`config.mk`:
```
export PLATFORM = sky130hd
export DESIGN_NAME = flash_seq_host
export DESIGN_NICKNAME = d
export VERILOG_FILES = /design/src/rtl/flash_host_pkg.sv /design/src/rtl/flash_bus_cycle.sv /design/src/rtl/flash_seq_host.sv
export SDC_FILE = /design/constraint.sdc
export NUM_CORES = 1
export LEC_CHECK = 0
export BUFFER_PORTS_ARGS = -buffer_cell sky130_fd_sc_hd__buf_2
export CORE_UTILIZATION = 36
export DETAILED_ROUTE_END_ITERATION = 12
export SYNTH_ARGS = -nofsm -noshare
export SYNTH_HDL_FRONTEND = slang
export SYNTH_SLANG_ARGS = --single-unit
```
`constraint.sdc`:
```
create_clock -name mclk_i -period 3.8 [get_ports mclk_i]
set_input_delay 0.76 -clock mclk_i [delete_from_list [all_inputs] [get_ports mclk_i]]
set_output_delay 0.76 -clock mclk_i [all_outputs]
set_load 0.02 [all_outputs]
```
`src/rtl/flash_host_pkg.sv`:
```
// Purpose: Shared constants for the byte-wide flash command host.
// Assumes: 10 MHz clock, byte addressing where bit 0 is the A-1 line.
// Notes: Command and address figures are hexadecimal bus values.
package flash_host_pkg;
  localparam int CLK_NS = 100;
  localparam int T_WP_NS = 35;
  localparam int T_ACC_NS = 70;
  localparam int WP_CYC = (T_WP_NS + CLK_NS - 1) / CLK_NS;
  localparam int ACC_CYC = (T_ACC_NS + CLK_NS - 1) / CLK_NS;
  localparam int SYNC_CYC = 2;
  localparam int RD_LOW_CYC = ACC_CYC + SYNC_CYC;

  localparam logic [7:0] CMD_UNLOCK1 = 8'hAA;
  localparam logic [7:0] CMD_UNLOCK2 = 8'h55;
  localparam logic [7:0] CMD_RESET = 8'hF0;
  localparam logic [7:0] CMD_QUERY_EXIT_ALT = 8'hFF;
  localparam logic [7:0] CMD_SECURE_ENTRY = 8'h88;
  localparam logic [7:0] CMD_EXIT_PREFIX = 8'h90;
  localparam logic [7:0] CMD_EXIT_TAIL = 8'h00;
  localparam logic [7:0] CMD_AUTOSELECT = 8'h90;
  localparam logic [7:0] CMD_PROGRAM = 8'hA0;
  localparam logic [7:0] CMD_BUF_LOAD = 8'h25;
  localparam logic [7:0] CMD_BUF_CONFIRM = 8'h29;
  localparam logic [7:0] CMD_QUERY = 8'h98;
  localparam logic [7:0] CMD_ECC_ENTRY = 8'h75;
  localparam logic [7:0] CMD_STATUS = 8'h70;
  localparam logic [7:0] CMD_ERASE_SETUP = 8'h80;
  localparam logic [7:0] CMD_SECTOR_ERASE = 8'h30;
  localparam logic [7:0] CMD_SUSPEND = 8'hB0;
  localparam logic [7:0] CMD_RESUME = 8'h30;

  localparam logic [11:0] ADDR_AAA = 12'hAAA;
  localparam logic [11:0] ADDR_555 = 12'h555;
  localparam logic [11:0] ADDR_QUERY = 12'h0AA;
  localparam logic [7:0] AS_PROT = 8'h04;
  localparam logic [7:0] AS_DEV1 = 8'h02;
  localparam logic [7:0] AS_DEV2 = 8'h1C;
  localparam logic [7:0] AS_DEV3 = 8'h1E;

  localparam int UNLOCK_BITS = 12;
  localparam int PAGE_BITS = 8;
  localparam int BUF_FIXED = 4;
  localparam int MAX_SEQ_CYCLES = 261;
  localparam int TIMEOUT_BIT = 5;
  localparam int PROT_BIT = 0;

  typedef enum logic [3:0] {
    OP_READ, OP_RESET, OP_SECURE_ENTRY, OP_SECURE_EXIT, OP_WORD_PROG,
    OP_BUF_PROG, OP_ABORT_RESET, OP_QUERY, OP_QUERY_EXIT_ALT,
    OP_ECC_ENTRY, OP_STATUS_READ, OP_AUTOSEL_READ, OP_DEVICE_ID,
    OP_SECTOR_ERASE, OP_SUSPEND, OP_RESUME
  } op_e;

  typedef enum logic [2:0] {
    MODE_ARRAY, MODE_AUTOSEL, MODE_SECURE, MODE_CFI, MODE_ECC,
    MODE_ERASING, MODE_SUSPENDED
  } mode_e;
endpackage : flash_host_pkg

```
`src/rtl/flash_bus_cycle.sv`:
```
// Purpose: One write or read cycle on the flash pins.
// Assumes: Chip select held low for the whole cycle.
// Notes: Read data passes two flip-flops before capture.
`timescale 1ns/1ns
module flash_bus_cycle import flash_host_pkg::*; #(
  parameter int AW = 23
) (
  input wire logic mclk_i,
  input wire logic rst_b_i,
  input wire logic start_i,
  input wire logic read_i,
  input wire logic [AW-1:0] addr_i,
  input wire logic [7:0] data_i,
  output logic done_o,
  output logic [7:0] rdata_o,
  output logic [AW-1:0] addr_o,
  output logic [7:0] dq_o,
  output logic dq_oe_b_o,
  input wire logic [7:0] dq_i,
  output logic ce_b_o,
  output logic we_b_o,
  output logic oe_b_o
);
  typedef enum logic [1:0] {CY_IDLE, CY_SETUP, CY_STROBE, CY_HOLD} cy_e;
  cy_e cy, next_cy;
  logic rd, next_rd;
  logic [3:0] cnt, next_cnt;
  logic [7:0] dq_meta, dq_sync;
  logic [7:0] next_rdata, next_dq;
  logic [AW-1:0] next_addr;
  logic next_done, next_oe_dq_b, next_ce_b, next_we_b, next_oe_b;

  always_comb begin
    next_cy = cy;
    next_rd = rd;
    next_cnt = cnt;
    next_rdata = rdata_o;
    next_addr = addr_o;
    next_dq = dq_o;
    next_done = 1'b0;
    next_oe_dq_b = dq_oe_b_o;
    next_ce_b = ce_b_o;
    next_we_b = 1'b1;
    next_oe_b = 1'b1;
    case (cy)
      CY_IDLE: if (start_i) begin
        next_cy = CY_SETUP;
        next_rd = read_i;
        next_addr = addr_i;
        next_dq = data_i;
        next_ce_b = 1'b0;
        next_oe_dq_b = read_i;
      end
      CY_SETUP: begin
        // Address settles before the strobe falls
        next_cy = CY_STROBE;
        next_cnt = 4'(rd ? RD_LOW_CYC : WP_CYC);
        next_we_b = rd;
        next_oe_b = !rd;
      end
      CY_STROBE: begin
        next_cnt = cnt - 4'h1;
        next_we_b = rd;
        next_oe_b = !rd;
        if (cnt == 4'h1) begin
          next_cy = CY_HOLD;
          next_we_b = 1'b1;
          next_oe_b = 1'b1;
          if (rd) next_rdata = dq_sync;
        end
      end
      CY_HOLD: begin
        // Data stays driven across the rising strobe
        next_cy = CY_IDLE;
        next_ce_b = 1'b1;
        next_oe_dq_b = 1'b1;
        next_done = 1'b1;
      end
      default: next_cy = CY_IDLE;
    endcase
  end

  always_ff @(posedge mclk_i) begin
    dq_meta <= dq_i;
    dq_sync <= dq_meta;
    if (!rst_b_i) begin
      cy <= CY_IDLE;
      rd <= 1'b0;
      cnt <= 4'h0;
      rdata_o <= 8'h00;
      addr_o <= '0;
      dq_o <= 8'h00;
      done_o <= 1'b0;
      dq_oe_b_o <= 1'b1;
      ce_b_o <= 1'b1;
      we_b_o <= 1'b1;
      oe_b_o <= 1'b1;
    end else begin
      cy <= next_cy;
      rd <= next_rd;
      cnt <= next_cnt;
      rdata_o <= next_rdata;
      addr_o <= next_addr;
      dq_o <= next_dq;
      done_o <= next_done;
      dq_oe_b_o <= next_oe_dq_b;
      ce_b_o <= next_ce_b;
      we_b_o <= next_we_b;
      oe_b_o <= next_oe_b;
    end
  end
endmodule : flash_bus_cycle

```
`src/rtl/flash_seq_host.sv`:
```
// Purpose: Host sequencer issuing command sequences to a byte-wide flash.
// Assumes: One request at a time; bus cycles run by flash_bus_cycle.
// Notes: Tracks the device mode to refuse commands it would ignore.
`timescale 1ns/1ns
module flash_seq_host import flash_host_pkg::*; #(
  parameter int AW = 23,
  parameter int SECTOR_LSB = 16
) (
  input wire logic mclk_i,
  input wire logic rst_b_i,
  input wire logic start_i,
  input wire op_e op_i,
  input wire logic [AW-1:0] addr_i,
  input wire logic [7:0] data_i,
  input wire logic [7:0] count_i,
  input wire logic load_valid_i,
  input wire logic [AW-1:0] load_addr_i,
  input wire logic [7:0] load_data_i,
  output logic load_ready_o,
  output logic busy_o,
  output logic done_o,
  output logic refused_o,
  output logic [7:0] rdata_o,
  output logic [23:0] id_o,
  output logic protected_o,
  output logic timeout_o,
  output mode_e mode_o,
  output logic [AW-1:0] addr_o,
  output logic [7:0] dq_o,
  output logic dq_oe_b_o,
  input wire logic [7:0] dq_i,
  output logic ce_b_o,
  output logic we_b_o,
  output logic oe_b_o,
  input wire logic ready_i
);
  localparam int EW = AW + 11;
  typedef enum logic [1:0] {ST_IDLE, ST_ISSUE, ST_WAIT} st_e;

  function automatic logic [EW-1:0] seq_entry(input op_e op,
      input logic [8:0] step, input logic [AW-1:0] a, input logic [7:0] d,
      input logic [7:0] cnt, input logic [AW-1:0] la, input logic [7:0] ld);
    logic last, rd, ldf;
    logic [AW-1:0] ad, sect;
    logic [7:0] dt;
    sect = a;
    sect[SECTOR_LSB-1:0] = '0;
    last = 1'b0;
    rd = 1'b0;
    ldf = 1'b0;
    dt = CMD_UNLOCK1;
    ad = AW'(ADDR_AAA);
    if (step == 9'd1) begin
      ad = AW'(ADDR_555);
      dt = CMD_UNLOCK2;
    end
    case (op)
      OP_READ: begin
        rd = 1'b1;
        last = 1'b1;
        ad = a;
      end
      OP_RESET: begin
        dt = CMD_RESET;
        last = 1'b1;
      end
      OP_QUERY_EXIT_ALT: begin
        dt = CMD_QUERY_EXIT_ALT;
        last = 1'b1;
      end
      OP_QUERY: begin
        ad = AW'(ADDR_QUERY);
        dt = CMD_QUERY;
        last = 1'b1;
      end
      OP_SUSPEND: begin
        dt = CMD_SUSPEND;
        last = 1'b1;
      end
      OP_RESUME: begin
        dt = CMD_RESUME;
        last = 1'b1;
      end
      OP_STATUS_READ: begin
        if (step == 9'd0) dt = CMD_STATUS;
        else begin
          rd = 1'b1;
          last = 1'b1;
          ad = AW'(a[0]);
        end
      end
      OP_SECURE_ENTRY: if (step == 9'd2) begin
        dt = CMD_SECURE_ENTRY;
        last = 1'b1;
      end
      OP_ECC_ENTRY: if (step == 9'd2) begin
        dt = CMD_ECC_ENTRY;
        last = 1'b1;
      end
      OP_ABORT_RESET: if (step == 9'd2) begin
        dt = CMD_RESET;
        last = 1'b1;
      end
      OP_SECURE_EXIT: begin
        if (step == 9'd2) dt = CMD_EXIT_PREFIX;
        if (step == 9'd3) begin
          dt = CMD_EXIT_TAIL;
          last = 1'b1;
        end
      end
      OP_WORD_PROG: begin
        if (step == 9'd2) dt = CMD_PROGRAM;
        if (step == 9'd3) begin
          ad = a;
          dt = d;
          last = 1'b1;
        end
      end
      OP_SECTOR_ERASE: begin
        if (step == 9'd2) dt = CMD_ERASE_SETUP;
        if (step == 9'd4) begin
          ad = AW'(ADDR_555);
          dt = CMD_UNLOCK2;
        end
        if (step == 9'd5) begin
          ad = sect;
          dt = CMD_SECTOR_ERASE;
          last = 1'b1;
        end
      end
      OP_AUTOSEL_READ: begin
        if (step == 9'd2) dt = CMD_AUTOSELECT;
        if (step == 9'd3) begin
          rd = 1'b1;
          last = 1'b1;
          ad = sect;
          ad[7:0] = a[7:0];
        end
      end
      OP_DEVICE_ID: begin
        if (step == 9'd2) dt = CMD_AUTOSELECT;
        if (step >= 9'd3) rd = 1'b1;
        if (step == 9'd3) ad = AW'(AS_DEV1);
        if (step == 9'd4) ad = AW'(AS_DEV2);
        if (step == 9'd5) begin
          ad = AW'(AS_DEV3);
          last = 1'b1;
        end
      end
      OP_BUF_PROG: begin
        if (step == 9'd2) begin
          ad = sect;
          dt = CMD_BUF_LOAD;
        end else if (step == 9'd3) begin
          ad = sect;
          dt = cnt;
        end else if (step >= 9'd4 && step <= {1'b0, cnt} + 9'd4) begin
          ldf = 1'b1;
          ad = {a[AW-1:PAGE_BITS], la[PAGE_BITS-1:0]};
          dt = ld;
        end else if (step > 9'd4) begin
          // Eight-bit count caps the sequence at 261 cycles
          ad = sect;
          dt = CMD_BUF_CONFIRM;
          last = 1'b1;
        end
      end
      default: last = 1'b1;
    endcase
    return {last, rd, ldf, ad, dt};
  endfunction : seq_entry

  st_e st, next_st;
  op_e req_op, next_op;
  mode_e next_mode;
  logic parked, next_parked;
  logic [8:0] step, next_step;
  logic [AW-1:0] req_addr, next_req_addr;
  logic [7:0] req_data, next_req_data, req_count, next_req_count;
  logic [7:0] next_rdata;
  logic [23:0] next_id;
  logic [8:0] loads, next_loads;
  logic next_done, next_refused, next_prot, next_timeout, ok;
  logic ready_meta, ready_sync, ready_prev;
  logic [EW-1:0] ent;
  logic ent_last, ent_rd, ent_ld, cyc_start, cyc_done;
  logic [AW-1:0] ent_addr;
  logic [7:0] ent_data, cyc_rdata;

  assign ent = seq_entry(req_op, step, req_addr, req_data, req_count,
                         load_addr_i, load_data_i);
  assign {ent_last, ent_rd, ent_ld, ent_addr, ent_data} = ent;
  assign busy_o = (st != ST_IDLE);
  assign load_ready_o = (st == ST_ISSUE) && ent_ld;
  assign cyc_start = (st == ST_ISSUE) && (!ent_ld || load_valid_i);

  always_comb begin
    ok = 1'b1;
    case (op_i)
      OP_QUERY: ok = (mode_o == MODE_ARRAY) || (mode_o == MODE_AUTOSEL);
      OP_SUSPEND: ok = (mode_o == MODE_ERASING);
      OP_RESUME: ok = (mode_o == MODE_SUSPENDED);
      OP_SECTOR_ERASE: ok = (mode_o != MODE_ERASING) && !parked;
      default: ok = 1'b1;
    endcase
  end

  always_comb begin
    next_st = st;
    next_op = req_op;
    next_mode = mode_o;
    next_parked = parked;
    next_step = step;
    next_req_addr = req_addr;
    next_req_data = req_data;
    next_req_count = req_count;
    next_rdata = rdata_o;
    next_id = id_o;
    next_loads = loads;
    next_done = 1'b0;
    next_refused = 1'b0;
    next_prot = protected_o;
    next_timeout = timeout_o;
    // Erase ends when the ready pin rises
    if (mode_o == MODE_ERASING && ready_sync && !ready_prev)
      next_mode = MODE_ARRAY;
    case (st)
      ST_IDLE: if (start_i) begin
        if (ok) begin
          next_st = ST_ISSUE;
          next_op = op_i;
          next_req_addr = addr_i;
          next_req_data = data_i;
          next_req_count = count_i;
          next_step = 9'd0;
          next_loads = 9'd0;
        end else begin
          next_refused = 1'b1;
        end
      end
      ST_ISSUE: if (cyc_start) begin
        next_st = ST_WAIT;
        if (ent_ld) next_loads = loads + 9'd1;
      end
      ST_WAIT: if (cyc_done) begin
        next_step = step + 9'd1;
        next_st = ST_ISSUE;
        if (ent_rd) begin
          next_rdata = cyc_rdata;
          if (req_op == OP_DEVICE_ID) next_id = {id_o[15:0], cyc_rdata};
          if (req_op == OP_AUTOSEL_READ && req_addr[7:0] == AS_PROT)
            next_prot = cyc_rdata[PROT_BIT];
          if (req_op == OP_STATUS_READ && cyc_rdata[TIMEOUT_BIT])
            next_timeout = 1'b1;
        end
        if (ent_last) begin
          next_st = ST_IDLE;
          next_done = 1'b1;
          case (req_op)
            OP_RESET, OP_ABORT_RESET, OP_SECURE_EXIT, OP_QUERY_EXIT_ALT: begin
              next_mode = parked ? MODE_SUSPENDED : MODE_ARRAY;
              if (req_op == OP_RESET) next_timeout = 1'b0;
            end
            OP_SECURE_ENTRY: next_mode = MODE_SECURE;
            OP_ECC_ENTRY: next_mode = MODE_ECC;
            OP_QUERY: next_mode = MODE_CFI;
            OP_AUTOSEL_READ, OP_DEVICE_ID: next_mode = MODE_AUTOSEL;
            OP_SECTOR_ERASE: next_mode = MODE_ERASING;
            OP_SUSPEND: begin
              next_mode = MODE_SUSPENDED;
              next_parked = 1'b1;
            end
            OP_RESUME: begin
              next_mode = MODE_ERASING;
              next_parked = 1'b0;
            end
            default: next_mode = next_mode;
          endcase
        end
      end
      default: next_st = ST_IDLE;
    endcase
  end

  always_ff @(posedge mclk_i) begin
    ready_meta <= ready_i;
    ready_sync <= ready_meta;
    ready_prev <= ready_sync;
    if (!rst_b_i) begin
      st <= ST_IDLE;
      req_op <= OP_READ;
      mode_o <= MODE_ARRAY;
      parked <= 1'b0;
      step <= 9'd0;
      req_addr <= '0;
      req_data <= 8'h00;
      req_count <= 8'h00;
      rdata_o <= 8'h00;
      id_o <= 24'h000000;
      loads <= 9'd0;
      done_o <= 1'b0;
      refused_o <= 1'b0;
      protected_o <= 1'b0;
      timeout_o <= 1'b0;
    end else begin
      st <= next_st;
      req_op <= next_op;
      mode_o <= next_mode;
      parked <= next_parked;
      step <= next_step;
      req_addr <= next_req_addr;
      req_data <= next_req_data;
      req_count <= next_req_count;
      rdata_o <= next_rdata;
      id_o <= next_id;
      loads <= next_loads;
      done_o <= next_done;
      refused_o <= next_refused;
      protected_o <= next_prot;
      timeout_o <= next_timeout;
    end
  end

  flash_bus_cycle #(.AW(AW)) u_cycle (
    .mclk_i(mclk_i),
    .rst_b_i(rst_b_i),
    .start_i(cyc_start),
    .read_i(ent_rd),
    .addr_i(ent_addr),
    .data_i(ent_data),
    .done_o(cyc_done),
    .rdata_o(cyc_rdata),
    .addr_o(addr_o),
    .dq_o(dq_o),
    .dq_oe_b_o(dq_oe_b_o),
    .dq_i(dq_i),
    .ce_b_o(ce_b_o),
    .we_b_o(we_b_o),
    .oe_b_o(oe_b_o)
  );
endmodule : flash_seq_host

```
; ---- Word level (Yosys, flattened, before mapping)
; Cells that the tools add are included.
[op_classes]
addsub = 3
magnitude_cmp = 4
eq_ne = 41
n_mux = 85
n_reduce_logical = 45
[op_table]
columns = op, count
row1 = 23-bit two-way mux, 12
row2 = 23-bit case mux with 8 select lines, 1
row3 = 8-bit two-way mux, 16
row4 = 8-bit case mux with 14 select lines, 1
row5 = 4-bit == test (second input constant), 11
row6 = 9-bit two-way mux, 3
row7 = 1-bit two-way mux, 26
row8 = 3-bit case mux with 7 select lines, 1
row9 = 4-bit by 3-bit == test with 1-bit output (second input constant), 5
row10 = 4-bit AND reduction, 5
row11 = 9-bit by 2-bit == test with 1-bit output (second input constant), 2
row12 = 9-bit by 3-bit == test with 1-bit output (second input constant), 2
row13 = 9-bit case mux with 2 select lines, 1
row14 = 3-bit two-way mux, 5
row15 = 3-bit AND reduction, 5
row16 = 2-bit two-way mux, 7
row17 = 12-bit two-way mux, 1
row18 = 1-bit case mux with 2 select lines, 5
row19 = 2-bit nonzero test, 5
row20 = 8-bit by 3-bit adder with 9-bit output (second input constant), 1
row21 = 9-bit by 1-bit adder with 9-bit output (second input constant), 1
row22 = 9-bit by 1-bit == test with 1-bit output (second input constant), 1
row23 = 9-bit by 2-bit greater-or-equal comparator with 1-bit output (second input constant), 1
row24 = 9-bit by 3-bit greater-or-equal comparator with 1-bit output (second input constant), 1
row25 = 30 further kinds, 59
[totals]
regBits = 164
inputBits = 87
out_inout_bits = 76
word_cells = 208

; ---- Logic depth before layout (Yosys ltp)
; Gate-level depths: netlist of run 1.
[depth]
ltp_word = 12
depth_mapped = 12
mapped_depth_nobuf = 11

; ---- By module
; Synthesis of run 1 repeated with hierarchy kept, for this count alone.
[unflattened]
cells_unflattened = 1054
area_unflattened_um2 = 8090.3
[modules_own_cells]
columns = mod, instances, cells_per_inst, area_each_um2, seq_area_each_um2
row1 = flash_seq_host, 1, 798, 5672.9, 1941.9
row2 = flash_bus_cycle, 1, 256, 2417.3, 1341.3

; ---- Least setup slack after synthesis of run 1
; No wires, ideal clock.
[synth_path]
kind = reg2out
startpoint = register req_count[2]
endpoint = output port load_ready_o
arrival_ns = 2.459
required_ns = 3.040
slack_ns = 0.581
path_stages_with_launch = 11
path_buffers = 0
cell_sequence = dfxtp_1 -> ha_1 -> nand3_1 -> xor2_1 -> ha_1 -> nand4_1 -> or3_1 -> o211a_1 -> nor2_1 -> nand2_1 -> nor3_1
[synth_between]
elab_chain_cells = 8
[synth_lines]
columns = item, line_no
row1 = start: declaration, flash_seq_host.sv:179  ; logic [7:0] req_data, next_req_data, req_count, next_req_count;
row2 = start signal: assignment, flash_seq_host.sv:313  ; req_count <= next_req_count;
row3 = 8-bit by 3-bit adder with 9-bit output, flash_seq_host.sv:157  ; end else if (step >= 9'd4 && step <= {1'b0, cnt} + 9'd4) begin
row4 = 9-bit <= comparator, flash_seq_host.sv:157
row5 = 1-bit logical AND, flash_seq_host.sv:157
row6 = 1-bit two-way mux, flash_seq_host.sv:157
row7 = 1-bit two-way mux, flash_seq_host.sv:154  ; end else if (step == 9'd3) begin
row8 = 1-bit two-way mux, flash_seq_host.sv:151  ; if (step == 9'd2) begin
row9 = 1-bit two-way mux, flash_seq_host.sv:57  ; case (op)
row10 = 1-bit logical AND, flash_seq_host.sv:194  ; assign load_ready_o = (st == ST_ISSUE) && ent_ld;
row11 = end: declaration, flash_seq_host.sv:19  ; output logic load_ready_o,
; No other way between the ends.

; ---- Final worst setup path of run 1
[layout_path]
startpoint = register req_count[6]
endpoint = output port load_ready_o
; The elaborated chain is that of the path after synthesis.

==> metrics.yaml, run 1 <==
status:
  outcome: "complete, no violations"
clocking:
  cts.sinks: 164
  clkTransAtPathRegs_ps: 80
  cts_buffers: 17
  worstSkewPairLatency_ps: 430
  max-clock-path-buffers: 2
  htree_num_levels: 4
  cts_root_buffer: "clkbuf_16"
  ctsHoldBuffers: 0
  cts_tree: "yes"
grt:
  grt_first_pass_wirelength_mm: 39.6
  grt_pass1_vias: 7045
  grt_max_degree: 37
  grt_overflow: 0
  antenna_found_initial: 1
  grt_usage_pct: 23.2
setup_path:
  path_max_fanout: 4
  crit_path_start_kind: "flop"
  crit_chain: "and3_1, nand3_1, xor2_1, ha_1, nand4_1, or3_4, o211a_4, nor2_4, nand2_2, nor3_2, buf_4, buf_2"
  cp-end-kind: "output port"
  slowest_delay_ps: 370
  cp.required_ps: 3040
  worstPathBufferInverterCount: 2
  crit_family: "simple AND/OR/NAND/NOR gates"
  cp.arrival_ps: 2870
  critical_path.slowest_cell: "dfxtp_4"
  crit_type: "reg -> out"
drt:
  avgRoutedWirePerCell_um: 18.3
  vias: 7608
  first_pass_iters: 5
  wirelength_mm: 25.5
  drc: 0
  drt-initial-drc-count: 633
  viasPerCell: 5.45
  final_antenna_net_count: 0
floorplanning:
  rows: 53
  io_pins: 163
  coreArea_mm2: 0.0212
  die_w_um: 149
  die_height_um: 149
  start_util_pct: 36.8
  die_area_mm2: 0.0222
sta:
  layout_setup_ws_ps: 169
  fin_crit_ps: 3630
  final_hold_viol_count: 0
  fin_crit_sh_pct: 95.6
  max_freq_ghz: 0.275
  worstMarginPinSlew_ps: 801
  rsz0062_at_grt: "no"
  relSlewSlack_pct: 46.1
  setup_viol: 0
  tns_ps: 0
  slew_violations: 0
  skew_ps: 11.9
synth:
  synth_edf_count: 0
  ys.flop_type: "dfxtp_1"
  yosysSeqAreaShare_pct: 42.1
  ys_warn_count: 0
  synth-seq-cells: 164
  avgSynthCellArea_um2: 8.12
  synth_cell_types: 77
  synthArstFlopShare_pct: 0
  netlist_area_mm2: 0.00779
  synthCells: 960
  synth_nets: 1068
layout:
  syn2layout_area_growth_pct: 23.2
  final_common_cell: "nand2_1"
  final_util_pct: 45.4
  layout_common_cells: "181 x nand2_1, 162 x dfxtp_1, 147 x buf_2"
  final_nets: 1215
  drive_gt1_share_pct: 22.8
worst_hold_path:
  min_path_type: "reg -> reg"
placement:
  place_hpwl_mm: 18.9
  numPortBuffers: 147
  dp_worst_setup_slack_ps: 273
  gp_congestion: 0.959
pwr:
  p_leak_nw: 3.95
  ir_drop_mv: 0.345
  finalPower_mw: 4.59
  p_per_area_mw_per_mm2: 478
flow_run:
  drv_cap: 0
-- final cells by class --
cell class                 count  area [um^2]
antenna                        1         2.50
timing repair buffer         189         1050
clock inverter                15          183
fill                        2160        11600
inverter                      21         78.8
multi-input combinational    714         4230
sequential                   164         3290
clock buffer                  17          425
tap                          275          344
-- repair_timing --
| action | CTS | global route |
|---|---|---|
| gates resized for setup | 6 | 6 |
| pin swaps | 0 | 2 |
| setup endpoints to repair | 1 | 1 |
| setup buffers | 0 | 1 |
-- Yosys cell counts (6+ instances only) --
cell	count	area [um^2]
o21ai_1	25	125
o22ai_1	10	62.6
o31ai_1	6	45.0
mux2i_1	22	220
o211ai_1	8	60.1
dfxtp_1	164	3280
nand4_1	8	50.1
nor2_1	68	255
a31oi_1	12	75.1
nor3_1	18	90.1
nand2_1	182	683
inv_1	19	71.3
a211oi_1	9	67.6
a22o_1	14	123
o21ai_0	34	170
buf_1	6	22.5
a21oi_1	99	495
clkbuf_1	44	165
buf_2	10	50.1
o21a_1	9	67.6
ha_1	21	263
nand2b_1	7	43.8
xor2_1	11	96.3
nand3_1	36	180
nor2b_1	6	37.5
-- path summary, 6_finish.rpt --
path,end,slack [ps],cells past startpoint,startpoint
worst max-delay path,load_ready_o,170,12,req_count[6]$_SDFFE_PN0P_
worst min-delay path,u_cycle.dq_sync[4]$_DFF_P_,320,0,u_cycle.dq_meta[4]$_DFF_P_
worst max register to register,u_cycle.addr_o[11]$_SDFFE_PN0P_,470,11,req_count[3]$_SDFFE_PN0P_
worst min register to register,u_cycle.dq_sync[4]$_DFF_P_,320,0,u_cycle.dq_meta[4]$_DFF_P_
-- sequential cells by signal (all words and copies together) (netlist names), 2 cells and up --
name	flops
step	9
u_cycle.dq_meta	8
u_cycle.dq_sync	8
u_cycle.rdata_o	8
id_o	24
u_cycle.addr_o	23
req_op	4
mode_o	3
req_addr	23
req_count	8
u_cycle.dq_o	8
req_data	8
st	2
rdata_o	8
u_cycle.cnt	4
u_cycle.cy	2
-- cell families after synthesis --
group,Yosys count,share of synthesized area (%)
AOI/OAI and AO/OA,280,23.2
xor gates and xnor gates,12,1.35
adders and majority gates,21,3.37
buffers and inverters,82,4.21
DFF,164,42.1
muxes,22,2.83
and+or+nand+nor,379,23.0
-- per-layer routing --
layer | routed length, um | global-route usage [%] | vias up | share of wire (%)
li1 | - | - | 3724 | -
met1 | 11800 | 32.1 | 3597 | 46
met2 | 11500 | 35.2 | 250 | 45
met3 | 1620 | 4.89 | 37 | 6.3
met4 | 556 | 8.42 | 0 | 2.2
met5 | 0 | 0 | - | 0
-- report_power, final --
group	leakage, nW	internal [mW]	switching (mW)
combinational	2.32	0.332	0.590
clock	0.291	0.890	0.840
sequential	1.34	1.84	0.0909
-- metrics by stage --
step | hold slack [ps] | instance area (um^2) | std cells
after floorplan | 310 | 7790 | 960
after global placement | 310 | 8930 | 1362
after detailed placement | 312 | 8930 | 1362
after CTS | 327 | 9560 | 1394
after global routing | 336 | 9600 | 1395
final | 324 | 9600 | 1396
No activity file was read; power rests on OpenSTA's default activity.
==> inputs of run 2 (changes only) <==
- PLACE_DENSITY: default -> 0.54
==> metrics.yaml, run 2 (synthesized netlist as in run 1, its figures left out) <==
placement:
  place_area_mm2: 0.00890  # was 0.00893 mm^2
  place_hpwl_mm: 18.7  # was 18.9 mm
  dp_cells: 1356  # was 1362
  gp_congestion: 1.01  # was 0.959
  dp_worst_setup_slack_ps: 445  # was 273 ps
  numPortBuffers: 147  # unchanged
sta:
  relSlewSlack_pct: 40.7  # was 46.1%
  layout_setup_ws_ps: 187  # was 169 ps
  holdWs_ps: 329  # was 324 ps
  tns_ps: 0  # unchanged
  fin_crit_sh_pct: 95.1  # was 95.6%
  final_hold_viol_count: 0  # unchanged
  max_freq_ghz: 0.277  # was 0.275 GHz
  worstMarginPinSlew_ps: 882  # was 801 ps
  skew_ps: 11.5  # was 11.9 ps
  slew_violations: 0  # unchanged
  fin_crit_ps: 3610  # was 3630 ps
  setup_viol: 0  # unchanged
grt:
  antenna_found_initial: 1  # unchanged
  grtUsageMet1_pct: 32.6  # was 32.1%
  grt-busiest-layer: "met2"  # unchanged
  grt_overflow: 0  # unchanged
  gr-usage-met3_pct: 4.89  # unchanged
  grt_pass1_vias: 6996  # was 7045
  grt_first_pass_wirelength_mm: 39.3  # was 39.6 mm
  grt_max_degree: 47  # was 37
  grt_usage_pct: 23.0  # was 23.2%
  met2_usage_pct: 34.7  # was 35.2%
setup_path:
  r2r_end: "u_cycle.addr_o[12]$_SDFFE_PN0P_"  # was u_cycle.addr_o[11]$_SDFFE_PN0P_
  cp-end-kind: "output port"  # unchanged
  crit_path_start_kind: "flop"  # unchanged
  worstPathBufferInverterCount: 1  # was 2
  slowest_delay_ps: 370  # about the same
  critical_path_depth: 11  # was 12
  critical_path.slowest_cell: "dfxtp_2"  # was dfxtp_4
  cp.required_ps: 3040  # about the same
  path_max_fanout: 5  # was 4
  cp.arrival_ps: 2850  # was 2870 ps
  r2r_slack_ps: 580  # was 470 ps
  crit_family: "compound AO/OA/AOI/OAI gates"  # was simple AND/OR/NAND/NOR gates
  crit_type: "reg -> out"  # unchanged
  reg2reg_from: "req_count[3]$_SDFFE_PN0P_"  # unchanged
  ff2ff_path_depth: 11  # unchanged
  crit_chain: "ha_2, nand3_1, xor2_1, ha_1, a21oi_1, o21ai_0, o211a_1, nor2_1, nand2_1, nor3_2, buf_2"  # was and3_1, nand3_1, xor2_1, ha_1, nand4_1, or3_4, o211a_4, nor2_4, nand2_2, nor3_2, buf_4, buf_2
worst_hold_path:
  holdPathStages: 0  # unchanged
  min_path_type: "reg -> reg"  # unchanged
  hp-start: "u_cycle.dq_meta[0]$_DFF_P_"  # was u_cycle.dq_meta[4]$_DFF_P_
  min_to: "u_cycle.dq_sync[0]$_DFF_P_"  # was u_cycle.dq_sync[4]$_DFF_P_
clocking:
  post_cts_buffers: 0  # unchanged
  cts.sinks: 164  # unchanged
  max-clock-path-buffers: 2  # unchanged
  worstSkewPairLatency_ps: 440  # was 430 ps
  clkTransAtPathRegs_ps: 70  # was 80 ps
  cts_tree: "yes"  # unchanged
  htree_num_levels: 4  # unchanged
  cts_buffers: 17  # unchanged
  cts_root_buffer: "clkbuf_16"  # unchanged
layout:
  largest_reg_flops: 24  # unchanged
  final_cell_area_mm2: 0.00952  # was 0.00960 mm^2
  top_register: "id_o"  # unchanged
  final_util_pct: 45.0  # was 45.4%
  final_nets: 1208  # was 1215
  final_common_cell: "nand2_1"  # unchanged
  drive_gt1_share_pct: 22.0  # was 22.8%
  syn2layout_area_growth_pct: 22.2  # was 23.2%
  layout_common_cells: "182 x nand2_1, 161 x dfxtp_1, 147 x buf_2"  # was 181 x nand2_1, 162 x dfxtp_1, 147 x buf_2
  final_cell_count_no_fill: 1389  # was 1396
  reg_top3: "id_o x24, req_addr x23, u_cycle.addr_o x23"  # unchanged
drt:
  drt-initial-drc-count: 597  # was 633
  viasPerCell: 5.47  # was 5.45
  wirelength_mm: 25.4  # was 25.5 mm
  avgRoutedWirePerCell_um: 18.3  # about the same
  first_pass_iters: 5  # unchanged
  vias: 7601  # was 7608
  final_antenna_net_count: 0  # unchanged
  drc: 0  # unchanged
floorplanning:
  die_area_mm2: 0.0222  # unchanged
  die_w_um: 149  # unchanged
  coreArea_mm2: 0.0212  # unchanged
  die_height_um: 149  # unchanged
  start_util_pct: 36.8  # unchanged
  io_pins: 163  # unchanged
  rows: 53  # unchanged
flow_run:
  drv_cap: 0  # unchanged
status:
  outcome: "complete, no violations"  # unchanged
pwr:
  p_per_area_mw_per_mm2: 479  # was 478 mW/mm^2
  p_leak_nw: 3.93  # was 3.95 nW
  ir_drop_mv: 0.308  # was 0.345 mV
  finalPower_mw: 4.56  # was 4.59 mW
## run 2: cell types whose count changed in the layout (fill, tap and decap cells not counted), sizes merged
cell and delta:
buf -7, inv +1, clkinvlp -1
## run 2: final cells by class
class	count	area (um^2)
antenna	1	2.50
clock buffer	17	425
clock inverter	15	179
fill	2185	11600
inverter	21	78.8
multi-input combinational	714	4190
sequential	164	3290
tap	275	344
timing repair buffer	182	1010
## run 2: timing repair
action                                  in CTS  in global routing
hold buffers                                 0                  0
resized for setup                            1                  4
pin swaps                                    0                  0
endpoints found under the setup margin       1                  1
## run 2: where the power goes
group | internal [mW] | switching [mW]
clock network | 0.892 | 0.835
logic | 0.328 | 0.571
registers | 1.84 | 0.0929
total | 3.06 | 1.50
## run 2: worst max path at each step
stage	from	to	slack, ps
floorplan	req_count[2]$_SDFFE_PN0P_	load_ready_o	580
global placement	req_count[4]$_SDFFE_PN0P_	load_ready_o	400
detailed placement	req_count[3]$_SDFFE_PN0P_	load_ready_o	450
CTS	req_count[4]$_SDFFE_PN0P_	load_ready_o	70
global route	req_count[3]$_SDFFE_PN0P_	load_ready_o	-2
finish	req_count[3]$_SDFFE_PN0P_	load_ready_o	190
## run 2: metal layers
metal  wire length (um)  vias to the layer above
met3               1660                       33
met4                518                        0
met1              11800                     3561
li1                   -                     3717
met2              11300                      290
met5                  0                        -
## run 2: worst register-to-register path: cells and delay by family (launching register included)
family	cells	cell delay (ps)
DFF	1	370
AOI/OAI and AO/OA	6	1830
adders and majority gates	2	500
xor gates and xnor gates	1	150
buffers and inverters	1	230
and+or+nand+nor	1	90
